===== config.mk =====
export PLATFORM = sky130hd
export DESIGN_NAME = cscr_top
export DESIGN_NICKNAME = d
export VERILOG_FILES = /design/src/core/cscr_pkg.sv /design/src/core/cscr_if.sv /design/src/core/cscr_apb_slave.sv /design/src/core/cscr_role_map.sv /design/src/core/cscr_top.sv
export SDC_FILE = /design/constraint.sdc
export NUM_CORES = 1
export LEC_CHECK = 0
export ABC_AREA = 1
export BUFFER_PORTS_ARGS = -buffer_cell sky130_fd_sc_hd__buf_4
export CORE_MARGIN = 4
export CORE_UTILIZATION = 30
export DETAILED_ROUTE_END_ITERATION = 7
export HOLD_SLACK_MARGIN = 0.06
export PLACE_DENSITY = 0.43
export SYNTH_ARGS = -nofsm -noshare
export SYNTH_HDL_FRONTEND = slang
export SYNTH_SLANG_ARGS = --single-unit

===== constraint.sdc =====
create_clock -name i_clk_sys -period 2.3 [get_ports i_clk_sys]
set_input_delay 0.115 -clock i_clk_sys [delete_from_list [all_inputs] [get_ports i_clk_sys]]
set_output_delay 0.115 -clock i_clk_sys [all_outputs]
set_load 0.01 [all_outputs]

===== src/core/cscr_pkg.sv =====
// Functional notes
// - boot pin is boot CE; may be WE/OE
// - pin zero WE/OE only; reset pairs boot OE
// - pins one-five may be CE, WE, OE
// - pins six-eleven WE or OE only
// - registers 32-bit; unimplemented bits read zero
// - CE-capable pins get base and option register
// - boot pin has extra sub-block register pair
// - non-CE pins get only option register
// - registers reachable at supervisor level only
// - base registers share one field layout
// - boot base follows exception prefix on first edge after reset release
// - other base registers reset to zero
// - base field bits 12-31, rest reserved
// - pin role field selects CE/WE/OE/alternate
// - alternate pins pick address line or port
package cscr_pkg;
  // ==========================================================
  // sizes
  localparam int OPT_N = 14;
  localparam int BASE_N = 7;
  localparam int PIN_N = 13;
  localparam int ALT_N = 12;
  localparam int OPT_BOOT = 12;
  localparam int OPT_SUB = 13;
  localparam int BASE_BOOT = 5;
  // ==========================================================
  // address map (byte addresses as printed)
  localparam logic [31:0] MAP_LO = 32'h8007_fd00;
  localparam logic [31:0] MAP_HI = 32'h8007_fdfc;
  // index 0..11 select pins, 12 boot, 13 boot sub-block
  localparam logic [31:0] OPT_ADDR [OPT_N] = '{
    32'h8007_fdec, 32'h8007_fde4, 32'h8007_fddc, 32'h8007_fdd4,
    32'h8007_fdcc, 32'h8007_fdc4, 32'h8007_fdbc, 32'h8007_fdb4,
    32'h8007_fdac, 32'h8007_fda4, 32'h8007_fd9c, 32'h8007_fd94,
    32'h8007_fdfc, 32'h8007_fdf4};
  // index 0..4 pins one-five, 5 boot, 6 boot sub-block
  localparam logic [31:0] BASE_ADDR [BASE_N] = '{
    32'h8007_fde0, 32'h8007_fdd8, 32'h8007_fdd0, 32'h8007_fdc8,
    32'h8007_fdc0, 32'h8007_fdf8, 32'h8007_fdf0};
  localparam logic [31:0] ASSIGN_ADDR = 32'h8007_fd80;
  localparam logic [31:0] STATUS_ADDR = 32'h8007_fd84;
  // ==========================================================
  // fields and reset values
  localparam int BA_LSB = 12;
  localparam int BA_W = 20;
  localparam logic [31:0] BASE_MASK = 32'hffff_f000;
  localparam logic [31:0] BASE_RST = 32'h0000_0000;
  localparam logic [BA_W-1:0] BOOT_BA_IP1 = 20'hfff00;
  localparam logic [BA_W-1:0] BOOT_BA_IP0 = 20'h00000;
  localparam logic [31:0] OPT_MASK = 32'hff87_ffef;
  localparam logic [31:0] OPT_RST = 32'h0000_0000;
  localparam int PIN_ROLE_FIELD_LSB = 11;
  localparam logic [31:0] ASSIGN_MASK = 32'h0fff_0fff;
  localparam logic [31:0] ASSIGN_RST = 32'h0000_0000;
  localparam int PORTD_LSB = 16;
  localparam int ST_IP = 0;
  localparam int ST_INIT = 1;
  localparam int ST_CE_LSB = 16;
  // ==========================================================
  // types
  typedef enum logic [1:0] {
    PIN_ROLE_FIELD_CE = 2'h0,
    PIN_ROLE_FIELD_WE = 2'h1,
    PIN_ROLE_FIELD_OE = 2'h2,
    PIN_ROLE_FIELD_ALT = 2'h3
  } cscr_pin_role_field_e;
  typedef enum logic [5:0] {
    ROLE_CE = 6'h01,
    ROLE_WE = 6'h02,
    ROLE_OE = 6'h04,
    ROLE_BOOT_OE = 6'h08,
    ROLE_ADDR = 6'h10,
    ROLE_PORT = 6'h20
  } cscr_role_e;
endpackage


===== src/core/cscr_if.sv =====
`timescale 1ns/1ns
// register access between the bus slave and the register bank
interface cscr_acc_if;
  logic wr_en;
  logic [31:0] addr;
  logic [31:0] wdata;
  logic [31:0] wmask;
  logic [31:0] rdata;
  logic mapped;
  modport slave (output wr_en, addr, wdata, wmask, input rdata, mapped);
  modport regs (input wr_en, addr, wdata, wmask, output rdata, mapped);
endinterface // cscr_acc_if

// pin role fields in, decoded roles out
interface cscr_role_if;
  import cscr_pkg::*;
  logic [1:0] pin_role_field [PIN_N];
  logic [ALT_N-1:0] port_sel;
  cscr_role_e role [PIN_N];
  modport regs (output pin_role_field, port_sel, input role);
  modport dec (input pin_role_field, port_sel, output role);
endinterface // cscr_role_if


===== src/core/cscr_apb_slave.sv =====
`timescale 1ns/1ns
module cscr_apb_slave
  import cscr_pkg::*;
(
  input wire logic i_clk_sys,
  input wire logic i_rstn,
  input wire logic i_psel,
  input wire logic i_penable,
  input wire logic i_pwrite,
  input wire logic [31:0] i_paddr,
  input wire logic [31:0] i_pwdata,
  input wire logic [3:0] i_pstrb,
  input wire logic [2:0] i_pprot,
  output logic [31:0] o_prdata,
  output logic o_pready,
  output logic o_pslverr,
  cscr_acc_if.slave acc
);
  logic [31:0] rdata_q;
  logic err_q;
  wire setup = i_psel & ~i_penable;
  wire access = i_psel & i_penable;
  wire priv = i_pprot[0];
  wire refuse = ~priv | ~acc.mapped;

  assign acc.addr = i_paddr;
  assign acc.wdata = i_pwdata;
  assign acc.wmask = {{8{i_pstrb[3]}}, {8{i_pstrb[2]}}, {8{i_pstrb[1]}}, {8{i_pstrb[0]}}};
  // commit only at the completing edge, never when refused
  assign acc.wr_en = access & i_pwrite & ~err_q;
  assign o_pready = access;
  assign o_prdata = rdata_q;
  assign o_pslverr = access & err_q;

  // answer prepared in setup so read data leaves a flop
  always_ff @(posedge i_clk_sys or negedge i_rstn) begin
    if (!i_rstn) begin
      rdata_q <= 32'h0000_0000;
      err_q <= 1'b0;
    end else if (setup) begin
      err_q <= refuse;
      rdata_q <= (refuse || i_pwrite) ? 32'h0000_0000 : acc.rdata;
    end
  end
endmodule // cscr_apb_slave


===== src/core/cscr_role_map.sv =====
`timescale 1ns/1ns
module cscr_role_map
  import cscr_pkg::*;
(
  cscr_role_if.dec rif
);
  for (genvar i = 0; i < PIN_N; i++) begin : g_pin
    localparam bit CE_OK = (i >= 1 && i <= 5) || (i == OPT_BOOT);
    localparam bit IS_BOOT = (i == OPT_BOOT);
    cscr_role_e ce_role;
    cscr_role_e alt_role;
    // pin zero in select mode pairs as the boot output enable
    assign ce_role = CE_OK ? ROLE_CE : ((i == 0) ? ROLE_BOOT_OE : ROLE_OE);
    if (IS_BOOT) begin : g_boot
      // boot pin has no alternate function, stays a chip enable
      assign alt_role = ROLE_CE;
    end else begin : g_alt
      assign alt_role = rif.port_sel[i] ? ROLE_PORT : ROLE_ADDR;
    end
    always_comb begin
      case (rif.pin_role_field[i])
        PIN_ROLE_FIELD_CE: rif.role[i] = ce_role;
        PIN_ROLE_FIELD_WE: rif.role[i] = ROLE_WE;
        PIN_ROLE_FIELD_OE: rif.role[i] = ROLE_OE;
        PIN_ROLE_FIELD_ALT: rif.role[i] = alt_role;
        default: rif.role[i] = ce_role;
      endcase
    end
  end
endmodule // cscr_role_map


===== src/core/cscr_top.sv =====
// Implementation choice: the APB interface to the registers.
`timescale 1ns/1ns
module cscr_top
  import cscr_pkg::*;
(
  input wire logic i_clk_sys,
  input wire logic i_rstn,
  // apb slave
  input wire logic i_psel,
  input wire logic i_penable,
  input wire logic i_pwrite,
  input wire logic [31:0] i_paddr,
  input wire logic [31:0] i_pwdata,
  input wire logic [3:0] i_pstrb,
  input wire logic [2:0] i_pprot,
  output logic [31:0] o_prdata,
  output logic o_pready,
  output logic o_pslverr,
  // exception prefix level, sampled once after reset
  input wire logic i_exc_prefix,
  // decoded pin roles, index 0..11 select pins, 12 boot pin
  output logic [PIN_N-1:0][5:0] o_pin_role,
  output logic [7:0] o_port_a,
  output logic [3:0] o_port_b,
  // base fields, index 0..4 pins one-five, 5 boot, 6 sub-block
  output logic [BASE_N-1:0][BA_W-1:0] o_base_ba
);

  // ==========================================================
  // bus slave
  cscr_acc_if acc ();
  cscr_role_if rif ();

  cscr_apb_slave u_apb (
    .i_clk_sys (i_clk_sys),
    .i_rstn (i_rstn),
    .i_psel (i_psel),
    .i_penable (i_penable),
    .i_pwrite (i_pwrite),
    .i_paddr (i_paddr),
    .i_pwdata (i_pwdata),
    .i_pstrb (i_pstrb),
    .i_pprot (i_pprot),
    .o_prdata (o_prdata),
    .o_pready (o_pready),
    .o_pslverr (o_pslverr),
    .acc (acc.slave)
  );

  // ==========================================================
  // address decode
  logic [OPT_N-1:0] opt_hit;
  logic [BASE_N-1:0] base_hit;
  wire assign_hit = (acc.addr == ASSIGN_ADDR);
  wire status_hit = (acc.addr == STATUS_ADDR);
  // reserved holes inside the block window still answer, with zero
  wire in_window = (acc.addr >= MAP_LO) && (acc.addr <= MAP_HI);
  wire word_ok = (acc.addr[1:0] == 2'b00);
  assign acc.mapped = in_window & word_ok;

  for (genvar i = 0; i < OPT_N; i++) begin : g_opt_hit
    assign opt_hit[i] = (acc.addr == OPT_ADDR[i]);
  end
  for (genvar i = 0; i < BASE_N; i++) begin : g_base_hit
    assign base_hit[i] = (acc.addr == BASE_ADDR[i]);
  end

  // ==========================================================
  // boot base load from the exception prefix
  // the prefix is a plain port, so it cannot feed the async reset
  // value; it is taken on the first edge after release instead
  logic init_done_q;
  logic ip_q;

  always_ff @(posedge i_clk_sys or negedge i_rstn) begin
    if (!i_rstn) begin
      init_done_q <= 1'b0;
      ip_q <= 1'b0;
    end else if (!init_done_q) begin
      init_done_q <= 1'b1;
      ip_q <= i_exc_prefix;
    end
  end

  wire boot_load = ~init_done_q;
  wire [31:0] boot_init_val =
    {(i_exc_prefix ? BOOT_BA_IP1 : BOOT_BA_IP0), {BA_LSB{1'b0}}};

  // ==========================================================
  // base address registers
  // only the twenty base bits exist, the low bits read zero
  logic [31:0] base_q [BASE_N];
  logic [31:0] base_wr [BASE_N];

  for (genvar i = 0; i < BASE_N; i++) begin : g_base
    // one layout for every base register
    assign base_wr[i] =
      ((base_q[i] & ~acc.wmask) | (acc.wdata & acc.wmask)) & BASE_MASK;
    if (i == BASE_BOOT) begin : g_boot
      always_ff @(posedge i_clk_sys or negedge i_rstn) begin
        if (!i_rstn) begin
          base_q[i] <= BASE_RST;
        end else if (boot_load) begin
          base_q[i] <= boot_init_val;
        end else if (acc.wr_en && base_hit[i]) begin
          base_q[i] <= base_wr[i];
        end
      end
    end else begin : g_plain
      // pins one-five and the boot sub-block reset to zero
      always_ff @(posedge i_clk_sys or negedge i_rstn) begin
        if (!i_rstn) begin
          base_q[i] <= BASE_RST;
        end else if (acc.wr_en && base_hit[i]) begin
          base_q[i] <= base_wr[i];
        end
      end
    end
    assign o_base_ba[i] = base_q[i][BA_LSB +: BA_W];
  end

  // ==========================================================
  // option registers
  // every pin has one; the boot pin has a second for its sub-block
  logic [31:0] opt_q [OPT_N];
  logic [31:0] opt_wr [OPT_N];

  for (genvar i = 0; i < OPT_N; i++) begin : g_opt
    assign opt_wr[i] =
      ((opt_q[i] & ~acc.wmask) | (acc.wdata & acc.wmask)) & OPT_MASK;
    always_ff @(posedge i_clk_sys or negedge i_rstn) begin
      if (!i_rstn) begin
        opt_q[i] <= OPT_RST;
      end else if (acc.wr_en && opt_hit[i]) begin
        opt_q[i] <= opt_wr[i];
      end
    end
  end

  // ==========================================================
  // alternate function assignment
  // low twelve bits pick port (1) or address line (0) per pin,
  // bits 16..27 are the port output levels
  logic [31:0] assign_q;
  wire [31:0] assign_wr =
    ((assign_q & ~acc.wmask) | (acc.wdata & acc.wmask)) & ASSIGN_MASK;

  always_ff @(posedge i_clk_sys or negedge i_rstn) begin
    if (!i_rstn) begin
      assign_q <= ASSIGN_RST;
    end else if (acc.wr_en && assign_hit) begin
      assign_q <= assign_wr;
    end
  end

  // ==========================================================
  // pin role decode
  for (genvar i = 0; i < PIN_N; i++) begin : g_pin_role_field
    assign rif.pin_role_field[i] = opt_q[i][PIN_ROLE_FIELD_LSB +: 2];
  end
  assign rif.port_sel = assign_q[ALT_N-1:0];

  cscr_role_map u_role (
    .rif (rif.dec)
  );

  // roles leave through flops so pins never see decode glitches;
  // the cost is one cycle between a write and the new role
  cscr_role_e role_q [PIN_N];
  logic [PIN_N-1:0] ce_act;

  for (genvar i = 0; i < PIN_N; i++) begin : g_role
    // pins six-eleven must never show a chip enable, not even in reset
    localparam cscr_role_e ROLE_RST = (i == 0) ? ROLE_BOOT_OE :
      ((i > 5 && i < OPT_BOOT) ? ROLE_OE : ROLE_CE);
    always_ff @(posedge i_clk_sys or negedge i_rstn) begin
      if (!i_rstn) begin
        role_q[i] <= ROLE_RST;
      end else begin
        role_q[i] <= rif.role[i];
      end
    end
    assign o_pin_role[i] = role_q[i];
    assign ce_act[i] = (role_q[i] == ROLE_CE);
  end

  // port levels, only meaningful on pins in port mode
  logic [ALT_N-1:0] port_q;

  always_ff @(posedge i_clk_sys or negedge i_rstn) begin
    if (!i_rstn) begin
      port_q <= '0;
    end else begin
      port_q <= assign_q[PORTD_LSB +: ALT_N];
    end
  end

  assign o_port_a = port_q[7:0];
  assign o_port_b = port_q[11:8];

  // ==========================================================
  // status: captured prefix, init done, live chip enables
  wire [31:0] status_val = {
    {(16 - PIN_N){1'b0}},
    ce_act,
    14'h0000,
    init_done_q,
    ip_q
  };

  // ==========================================================
  // read mux
  // hits are one-hot, so an or of gated words is enough
  logic [31:0] opt_rd [OPT_N];
  logic [31:0] base_rd [BASE_N];

  for (genvar i = 0; i < OPT_N; i++) begin : g_opt_rd
    if (i == 0) begin : g_first
      assign opt_rd[i] = opt_hit[i] ? opt_q[i] : 32'h0000_0000;
    end else begin : g_next
      assign opt_rd[i] = opt_rd[i-1] | (opt_hit[i] ? opt_q[i] : 32'h0000_0000);
    end
  end

  for (genvar i = 0; i < BASE_N; i++) begin : g_base_rd
    if (i == 0) begin : g_first
      assign base_rd[i] = base_hit[i] ? base_q[i] : 32'h0000_0000;
    end else begin : g_next
      assign base_rd[i] = base_rd[i-1] | (base_hit[i] ? base_q[i] : 32'h0000_0000);
    end
  end

  wire [31:0] aux_rd =
    (assign_hit ? assign_q : 32'h0000_0000) |
    (status_hit ? status_val : 32'h0000_0000);

  // unmatched addresses inside the window fall through to zero
  assign acc.rdata = opt_rd[OPT_N-1] | base_rd[BASE_N-1] | aux_rd;

endmodule // cscr_top


==> results of run 1 <==
## routing by layer
layer / GRT usage [%] / vias up
met2: 37.3 / 657
met1: 31.6 / 12600
met5: 0 / -
met3: 3.56 / 143
met4: 6.70 / 0
li1: - / 12500
## through the flow
step / std cells / power [mW] / setup slack (ns) / TNS, ns / area (sq um)
after floorplan: 3580 / 11.9 / 0.434 / 0 / 29100
after global placement: 5183 / 12.5 / -0.0268 / -0.0664 / 34500
after detailed placement: 5183 / 12.5 / -0.0570 / -0.240 / 34500
after CTS: 5359 / 25.7 / 0.179 / 0 / 37600
after global routing: 5360 / 26.2 / 0.00154 / 0 / 37600
final: 5361 / 25.3 / 0.196 / 0 / 37600
## final cells by class
type | instances | share of cell area (%)
Multi-Input combinational cell | 2510 | 29.6
Clock buffer | 113 | 6.17
Antenna cell | 2 | 0.0133
Timing Repair Buffer | 586 | 13.9
Sequential cell | 646 | 43.1
Inverter | 211 | 2.11
Tap cell | 1265 | 4.21
Clock inverter | 28 | 0.962
## kinds of logic (layout without fill, tap and decap cells)
logic type / count (synthesis) / after routing / synth area share (%)
flops: 646 / 646 / 55.8
simple gates: 1907 / 1907 / 27.8
mux: 1 / 1 / 0.0388
buf+inv: 424 / 938 / 6.15
fa+ha+maj: 2 / 2 / 0.0863
compound gates: 578 / 578 / 10.1
other cells: 2 / 24 / 0.0259
## cells in the mapped netlist, types with 5 or more instances
master / count
buf_1: 8
buf_4: 26
and2_1: 5
inv_1: 204
dfrtp_1: 633
nand4_1: 36
nor2_4: 12
o21ai_1: 72
buf_2: 58
nor3_1: 17
nor2_2: 18
nor4_1: 6
clkbuf_1: 118
nand3_1: 384
dfstp_2: 13
o211ai_1: 5
nand2_1: 1184
nor2_1: 222
o21ai_0: 487
and3_1: 5
## worst register-to-register path, cell delays in order (launching register included)
cell     delay (ns)
dfrtp_1        0.43
nor3_4         0.23
inv_2          0.26
nor4_4         0.36
buf_12         0.17
nand2_1        0.25
nand2_1        0.13
o21ai_0        0.09
## timing repair
item / 4_1_cts / 5_1_grt
hold endpoints to repair: 1082 / 0
hold buffers: 35 / 0
gates resized for setup: 0 / 0
## worst min-delay path by stage
| stage | start | end | depth (start not counted) |
|---|---|---|---|
| floorplan | i_rstn | async pin | 0 |
| global placement | i_rstn | async pin | 1 |
| detailed placement | i_rstn | async pin | 1 |
| CTS | i_pwdata[7] | flip-flop | 3 |
| global route | i_pwdata[8] | flip-flop | 3 |
| finish | i_pwdata[2] | flip-flop | 3 |
## power breakdown
part | internal, mW | switching [mW] | total [mW]
Sequential | 11.4 | 0.0275 | 11.4
Combinational | 0.251 | 0.668 | 0.919
Clock | 7.89 | 5.10 | 13.0
Total | 19.5 | 5.80 | 25.3
==> summary.md, run 1 <==
| Metric | Value |
|---|---|
| IR drop worst, VDD | slightly above 500 uV |
| Met2 WL | 55.5 mm |
| Multi-input gate area | around 11000 sq um |
| Post-DRT Antenna Nets | 0 |
| Die area | 102000 sq um |
| Crit-path max FO | 17 |
| Hold WS | 0.0824 ns |
| Slowest cell on the critical path | dfrtp_1 |
| Ys async rst share | between 90% and 100% |
| Starting density of the core | a little under a third |
| Worst flop-to-flop path startpoint | u_apb.err_q |
| Buf/Inv on CP | 2 |
| Most common cell after layout, fill and taps aside | nand2_1 |
| Crit path cell chain | nor3_4 -> inv_2 -> nor4_4 -> buf_12 -> nand2_1 -> nand2_1 -> o21ai_0 |
| Nets | 4112 |
| PD cells | approximately 670 nW/um^2 |
| Total wire length | about 120 mm |
| Arrival @ worst endpoint | between 2 and 3 ns |
| Highest routed layer | met4 |
| Clock Sinks | 646 |
| Met3 Routed Length | about 5.7 mm |
| GR Overflow Total | 0 |
| Yosys warns | 0 |
| Synthesis-to-layout area growth | 29.6% |
| First-pass GRT wire length | approximately 170 mm |
| Clk_skew | approximately 0.021 ns |
| Post-synth top flop | dfrtp_1 |
| Mapped Area | 29000 sq um |
| Cell type with the largest total area after synthesis | dfrtp_1 |
| CP Launch Type | flip-flop |
| Most used cell, CP | nand2_1 |
| Launch point of the critical path | u_apb.err_q |
| Die Y | about 320 microns |
| TritonCTS clock tree | built |
| WP data required | ~2.8 ns |
| Die Span X | 319 microns |
| Clock latency at the later pin of the worst-skew pair | ~0.64 ns |
| Worst r2r path cells | 7 |
| Distinct cells, synth | 39 |
| Final Hold Fails | 0 |
| Critical path depth in cells | 7 |
| Total vias in the final route | 25900 |
| Clock transition at path regs | around 0.06 ns |
| Share of layout cells above drive strength 1 | 18.2% |
| I/O pin cnt | roughly 340 |
| Vias in the first global route | 25500 |
| WL/cell | about 22 microns |
| Avg Cell Area, Syn | around 8 sq um |
| DRT Pass-1 Iters | 5 |
| RSZ-0062 raised after global routing | no |
| Largest net degree at the start of global routing | between 90 and 100 |
| DPL Wire Length | between 80 and 90 mm |
| CTS Buf Count | a little under 80 |
| # DRC | 0 |
| Initial DRC Count | about 2100 |
| F_max | between 0.4 and 0.5 GHz |
| Pleak | roughly 19 nW |
| Top post-synthesis cells by area | dfrtp_1 55%, nand2_1 15%, o21ai_0 8.4% |
| Final worst path period share | between 90% and 100% |
| GRT Total Usage | 22.9% |
| Final core area utilization | 39.4% |
| Tightest Hold Check Type | in2reg |
| Routability cong. | just over 0.8 |
| Row cnt | around 110 |
| Core Box Area | ~95000 sq um |
| Final setup viols | 0 |
| Synthesized instance count | around 3600 |
| Slew headroom | a little under half |
| Longest Clk Path Bufs | 3 |
| Initial antenna violation count | 5 |
| Slew Limit Fails | 0 |
| Routed length on met1 | 53.9 mm |
| Post-CTS Setup Bufs | 0 |
| Synth top area share | between 50 and 60% |
| Vias/cell | roughly 4.8 |
| R2R setup slack | a little under 0.2 ns |
| Buffers added on ports | around 320 |
| Slew of the pin with the lowest slew margin | between 0.8 and 0.9 ns |
| Root Buffer | clkbuf_16 |
| FILL cells | 9970 |
| Flops & latches, synth | about 650 |
| Setup crit end kind | flip-flop |
| Max_cap viols | 0 |
| Min cycle time layout | about 2.1 ns |
| Critical Path Max Stage Delay | 0.43 ns |
| Most frequent cells in the layout | 1184 x nand2_1, 633 x dfrtp_1, 494 x buf_4 |
| H-tree Lvls | 3 |
| Crit Path Class | reg2reg |
| Critical path's top delay family | simple AND/OR/NAND/NOR gates |
| Register area | approximately 16000 sq um |
| Post-synth EDFFs | 0 |
| Status | completed |
| Register area share after synthesis | around 56% |
No activity file was read; power rests on OpenSTA's default activity.
==> run 2: changes to the inputs <==
Settings changed: MAX_ROUTING_LAYER from default to met4.
==> run 2 against run 1 <==
Against the previous run:
- utilization unchanged
- design area unchanged
- fmax about the same
- non-clock buffer count unchanged
- critical path depth down 1
- clock skew about the same
- cell count unchanged
- clock-buffer cell count unchanged
==> summary.md, run 2 (same netlist as run 1, synthesis figures left out) <==
| Metric | Value |
|---|---|
| Placed Area | 34500 sq um (unchanged) |
| Most common cell after layout, fill and taps aside | nand2_1 |
| Final setup viols | 0 (unchanged) |
| IR drop worst, VDD | 512 uV (about the same) |
| Tightest Hold Check Type | in2reg |
| Initial DRC Count | 2137 (+1.1%) |
| Worst r2r path cells | 6 (-1) |
| First-pass GRT wire length | 175 mm (about the same) |
| Routability cong. | 0.840 (+1.5%) |
| Share of layout cells above drive strength 1 | 18.2% (unchanged) |
| # DRC | 0 (unchanged) |
| WP data required | 2.83 ns (+0.05 ns) |
| WL/cell | 22.1 microns (about the same) |
| Core Box Area | 95400 sq um (unchanged) |
| Final Cell Area | 37600 sq um (unchanged) |
| R2R setup slack | 0.19 ns (about the same) |
| FILL cells | 9969 (-0.010%) |
| Critical Path Max Stage Delay | 0.44 ns (about the same) |
| DPL Wire Length | 85.1 mm (unchanged) |
| Post-CTS Setup Bufs | 0 (unchanged) |
| F_max | 0.475 GHz (about the same) |
| Register area | 16200 sq um (unchanged) |
| Multi-input gate area | 11100 sq um (unchanged) |
| Vias/cell | 4.82 (about the same) |
| Setup crit end kind | flip-flop |
| Final worst path period share | 91.5% (about the same) |
| Total vias in the final route | 25900 (-0.027%) |
| Dpl ws | -0.0570 ns (unchanged) |
| Arrival @ worst endpoint | 2.64 ns (+0.05 ns) |
| Clk_skew | 0.0207 ns (-0.000403 ns) |
| Setup TNS | 0 ns (unchanged) |
| Starting density of the core | 30.4% (unchanged) |
| Most frequent cells in the layout | 1184 x nand2_1, 633 x dfrtp_1, 494 x buf_4 |
| Sw Ratio | 23.0% (+0.079 points) |
| Largest net degree at the start of global routing | 91 (unchanged) |
| Clock latency at the later pin of the worst-skew pair | 0.64 ns (about the same) |
| Die area | 102000 sq um (unchanged) |
| Buf/Inv on CP | 2 (unchanged) |
| Buffers added on ports | 317 (unchanged) |
| Pleak | 18.5 nW (unchanged) |
| DRT Pass-1 Iters | 6 (+1) |
| Slowest cell on the critical path | dfrtp_1 |
| Nets | 4112 (unchanged) |
| Vias in the first global route | 25500 (+0.020%) |
| Longest Clk Path Bufs | 3 (unchanged) |
| Crit path cell chain | nor3_4 -> inv_2 -> nor2_1 -> buf_4 -> nand2_1 -> o21ai_0 |
| Slew of the pin with the lowest slew margin | 0.814 ns (+0.0133 ns) |
| Synthesis-to-layout area growth | 29.6% (unchanged) |
| Clock transition at path regs | 0.06 ns (about the same) |
| GRT Total Usage | 23.6% (+0.69 points) |
| Hold WS | 0.0735 ns (-0.00895 ns) |
| Clock Sinks | 646 (unchanged) |
| CTS Buf Count | 78 (unchanged) |
| Max_cap viols | 0 (unchanged) |
| Final Hold Fails | 0 (unchanged) |
| PD cells | 675 nW/um^2 (+0.10%) |
| CP Launch Type | flip-flop |
| RSZ-0062 raised after global routing | no |
| TritonCTS clock tree | built |
| Crit-path max FO | 17 (unchanged) |
| Clock share of power | 51.3% (about the same) |
| Critical path's top delay family | simple AND/OR/NAND/NOR gates |
| I/O pin cnt | 341 (unchanged) |
| Combinational Power Share | 3.6% (about the same) |
| P_int | 19.5 mW (about the same) |
| Row cnt | 113 (unchanged) |
| Final setup slack of the worst path | 0.195 ns (-0.00185 ns) |
| Worst flop-to-flop path startpoint | u_apb.err_q |
| Slew Limit Fails | 0 (unchanged) |
| H-tree Lvls | 3 (unchanged) |
| Die Span X | 319 microns (unchanged) |
| Hold path depth | 3 (unchanged) |
| Seq pwr share | 45.0% (about the same) |
| Total wire length | 118 mm (about the same) |
| GR Overflow Total | 0 (unchanged) |
| Die Y | 319 microns (unchanged) |
| Initial antenna violation count | 6 (+1) |
| Switch Pwr | 5.82 mW (+0.45%) |
| Post-DRT Antenna Nets | 0 (unchanged) |
| Status | completed |
| Crit Path Class | reg2reg |
| Hold_sp | i_pwdata[7] |
| Root Buffer | clkbuf_16 |
| Min cycle time layout | 2.11 ns (+0.00185 ns) |
| Slew headroom | 45.7% (-0.89 points) |
run 2: layout make-up:
| class | instances | area share (%) |
|---|---|---|
| repair buffers | 586 | 13.9 |
| clock inverters | 28 | 0.962 |
| flip-flops and latches | 646 | 43.1 |
| multi-input cells | 2510 | 29.6 |
| well taps | 1265 | 4.21 |
| inverters | 211 | 2.11 |
| clock buffers | 113 | 6.17 |
| diodes | 2 | 0.0133 |
run 2: metal layers:
layer	up-vias	GRT usage, %	part of all wire (%)
met1	12600	31.6	45
met4	0	6.70	2.8
met3	158	3.45	5.0
met2	673	37.4	47
li1	12500	-	-
met5	-	-	0
run 2: worst max-delay path by stage:
stage	from	to	slack (ns)	cells after the start
after floorplan	u_apb.err_q	flip-flop	0.43	8
after global placement	i_paddr[28]	u_apb.o_prdata[5]	-0.03	16
after detailed placement	i_paddr[28]	u_apb.o_prdata[5]	-0.06	16
after CTS	u_apb.err_q	flip-flop	0.18	7
after global routing	u_apb.err_q	flip-flop	0.002	7
final	u_apb.err_q	flip-flop	0.19	6
run 2: repair_timing:
action | CTS | global route
endpoints found under the setup margin | 0 | 0
resized for setup | 0 | 0
hold buffers | 35 | 0
hold endpoints to repair | 1082 | 0
run 2: metrics by stage:
stage / cells / power [mW] / util (%)
6_report: 5361 / 25.4 / 39.4
5_1_grt: 5361 / 26.2 / 39.4
4_1_cts: 5359 / 25.7 / 39.4
3_5_place_dp: 5183 / 12.5 / 36.2
3_3_place_gp: 5183 / 12.5 / 36.2
2_1_floorplan: 3580 / 11.9 / -
run 2: worst register-to-register path: cells and delay by family (launching register included):
family                 cells  cell delay [ns]
and+or+nand+nor            3             0.80
buffers and inverters      2             0.45
DFF                        1             0.44
AOI/OAI and AO/OA          1             0.30
run 2: power groups by stage:
stage	clock (mW)	combinational [mW]	sequential (mW)
floorplan	0	0.256	11.6
global placement	0	0.891	11.6
detailed placement	0	0.891	11.6
CTS	13.3	0.945	11.4
global route	13.8	1.02	11.4
finish	13.0	0.920	11.4
==> run 3: changes to the inputs <==
Settings changed: RECOVER_POWER from default to 25.
==> run 3 against run 2 <==
Against the previous run:
- sequential share of layout area grew 0.14 points
- highest routed layer unchanged
- hold slack gained 0.0073 ns
- die area is the same
- largest cell class unchanged
- cell count is the same
- global-route usage is the same
==> summary.md, run 3 (same netlist as run 1, synthesis figures left out) <==
| Metric | Value |
|---|---|
| Nets | 4112 (unchanged) |
| First-pass GRT wire length | 175 mm (unchanged) |
| Starting density of the core | 30.4% (unchanged) |
| Final core area utilization | 39.2% (-0.13 points) |
| Arrival @ worst endpoint | 2.64 ns (about the same) |
| Most common cell after layout, fill and taps aside | nand2_1 |
| Vias/cell | 4.82 (about the same) |
| I/O pin cnt | 341 (unchanged) |
| Most frequent cells in the layout | 1184 x nand2_1, 633 x dfrtp_1, 487 x o21ai_0 |
| Critical path depth in cells | 6 (unchanged) |
| TritonCTS clock tree | built |
| DRT Pass-1 Iters | 5 (-1) |
| CTS Buf Count | 78 (unchanged) |
| Clock transition at path regs | 0.06 ns (about the same) |
| # DRC | 0 (unchanged) |
| RSZ-0062 raised after global routing | no |
| Hold WS | 0.0807 ns (+0.00726 ns) |
| DPL Wire Length | 85.1 mm (unchanged) |
| Critical path's top delay family | simple AND/OR/NAND/NOR gates |
| Die Y | 319 microns (unchanged) |
| FILL cells | 9988 (+0.19%) |
| Routability cong. | 0.840 (unchanged) |
| Final worst path period share | 91.6% (about the same) |
| Crit Path Class | reg2reg |
| Total wire length | 118 mm (-0.18%) |
| Pleak | 18.5 nW (-0.35%) |
| H-tree Lvls | 3 (unchanged) |
| Die Span X | 319 microns (unchanged) |
| Post-DRT Antenna Nets | 0 (unchanged) |
| Dpl ws | -0.0570 ns (unchanged) |
| Slew headroom | 28.8% (-17 points) |
| Final setup viols | 0 (unchanged) |
| Setup crit end kind | flip-flop |
| Tightest Hold Check Type | in2reg |
| Post-CTS Setup Bufs | 0 (unchanged) |
| Root Buffer | clkbuf_16 |
| Slew Limit Fails | 0 (unchanged) |
| Clock share of power | 51.4% (about the same) |
| # resized after CTS | 0 (unchanged) |
| Synthesis-to-layout area growth | 29.1% |
| Slew of the pin with the lowest slew margin | 1.07 ns (+0.254 ns) |
| Initial DRC Count | 2170 (+1.5%) |
| Hold_sp | i_pwdata[7] |
| Longest Clk Path Bufs | 3 (unchanged) |
| Max_cap viols | 0 (unchanged) |
| Critical Path Max Stage Delay | 0.43 ns (about the same) |
| GR Overflow Total | 0 (unchanged) |
| Status | completed |
| Final Power | 25.3 mW (-0.17%) |
| WP data required | 2.83 ns (about the same) |
| Clock latency at the later pin of the worst-skew pair | 0.64 ns (about the same) |
| Crit path cell chain | nor3_4 -> inv_2 -> nor2_1 -> buf_4 -> nand2_1 -> o21ai_0 |
| Min cycle time layout | 2.11 ns (+0.00136 ns) |
| PD cells | 676 nW/um^2 (+0.16%) |
| Final setup slack of the worst path | 0.193 ns (-0.00136 ns) |
| Die area | 102000 sq um (unchanged) |
| Slowest cell on the critical path | dfrtp_1 |
| Sw Ratio | 22.9% (-0.031 points) |
| Seq pwr share | 45.1% (about the same) |
| Clk_skew | 0.0202 ns (-0.000497 ns) |
| Worst flop-to-flop path startpoint | u_apb.err_q |
| Launch point of the critical path | u_apb.err_q |
| IR drop worst, VDD | 511 uV (about the same) |
| Total vias in the final route | 25900 (+0.019%) |
| Switch Pwr | 5.81 mW (-0.30%) |
| Largest net degree at the start of global routing | 91 (unchanged) |
| F_max | 0.475 GHz (about the same) |
| Clock Sinks | 646 (unchanged) |
| Buffers added on ports | 317 (unchanged) |
| Row cnt | 113 (unchanged) |
| Vias in the first global route | 25500 (unchanged) |
| CP Launch Type | flip-flop |
| Initial antenna violation count | 6 (unchanged) |
| Crit-path max FO | 17 (unchanged) |
| Core Box Area | 95400 sq um (unchanged) |
| P_int | 19.5 mW (-0.13%) |
| Final Hold Fails | 0 (unchanged) |
| GRT Total Usage | 23.6% (unchanged) |
| WL/cell | 22.0 microns (-0.18%) |
| R2R setup slack | 0.19 ns (about the same) |
| Worst r2r path cells | 6 (unchanged) |
| Combinational Power Share | 3.5% (about the same) |
| Buf/Inv on CP | 2 (unchanged) |
| Share of layout cells above drive strength 1 | 18.0% (-0.22 points) |
[run 3: cell types whose count changed in the layout (fill, tap and decap cells not counted)]
cell,before,now
clkbuf_1,16,25
buf_4,494,486
buf_12,57,51
clkbuf_4,0,4
clkbuf_2,0,2
buf_8,1,0
[run 3: per-stage QoR]
stage	setup TNS, ns	instance area (sq um)	cells
after floorplan	0	29100	3580
after global placement	-0.0664	34500	5183
after detailed placement	-0.240	34500	5183
after CTS	0	37600	5359
after global routing	0	37500	5361
final	0	37500	5361
[run 3: power groups by stage]
stage	clock, mW	sequential, mW	combinational [mW]
4_1_cts	13.3	11.4	0.945
5_1_grt	13.8	11.4	0.989
2_1_floorplan	0	11.6	0.256
6_report	13.0	11.4	0.891
3_3_place_gp	0	11.6	0.891
3_5_place_dp	0	11.6	0.891
[run 3: worst reg2reg max path: stages, from the launching register on]
cell	delay, ns
dfrtp_1	0.43
nor3_4	0.23
inv_2	0.26
nor2_1	0.20
buf_4	0.19
nand2_1	0.36
o21ai_0	0.31
[run 3: final cells by class]
class	instances	area [sq um]	area share (%)
well taps	1265	1580	4.23
repair buffers	586	5080	13.6
clock inverters	28	362	0.965
diodes	2	5.00	0.0134
flip-flops and latches	646	16200	43.2
inverters	211	792	2.11
clock buffers	113	2320	6.19
multi-input cells	2510	11100	29.7
[run 3: repair_timing]
action                                  in CTS  in global routing
endpoints found under the setup margin       0                  0
endpoints found under the hold margin     1082                  0
hold buffers                                35                  0
[run 3: worst min-delay path by stage]
stage,to,slack [ns],cells past startpoint
detailed placement,async pin,0.02,1
global placement,async pin,0.02,1
finish,flip-flop,0.08,3
global route,flip-flop,0.09,3
CTS,flip-flop,0.06,3
floorplan,async pin,-0.18,0
[run 3: per-layer routing]
metal | share of wire [%] | up-vias | track usage [%]
met5 | 0 | - | -
met3 | 5.0 | 157 | 3.45
met4 | 2.8 | 0 | 6.70
li1 | - | 12500 | -
met1 | 45 | 12600 | 31.6
met2 | 47 | 688 | 37.4
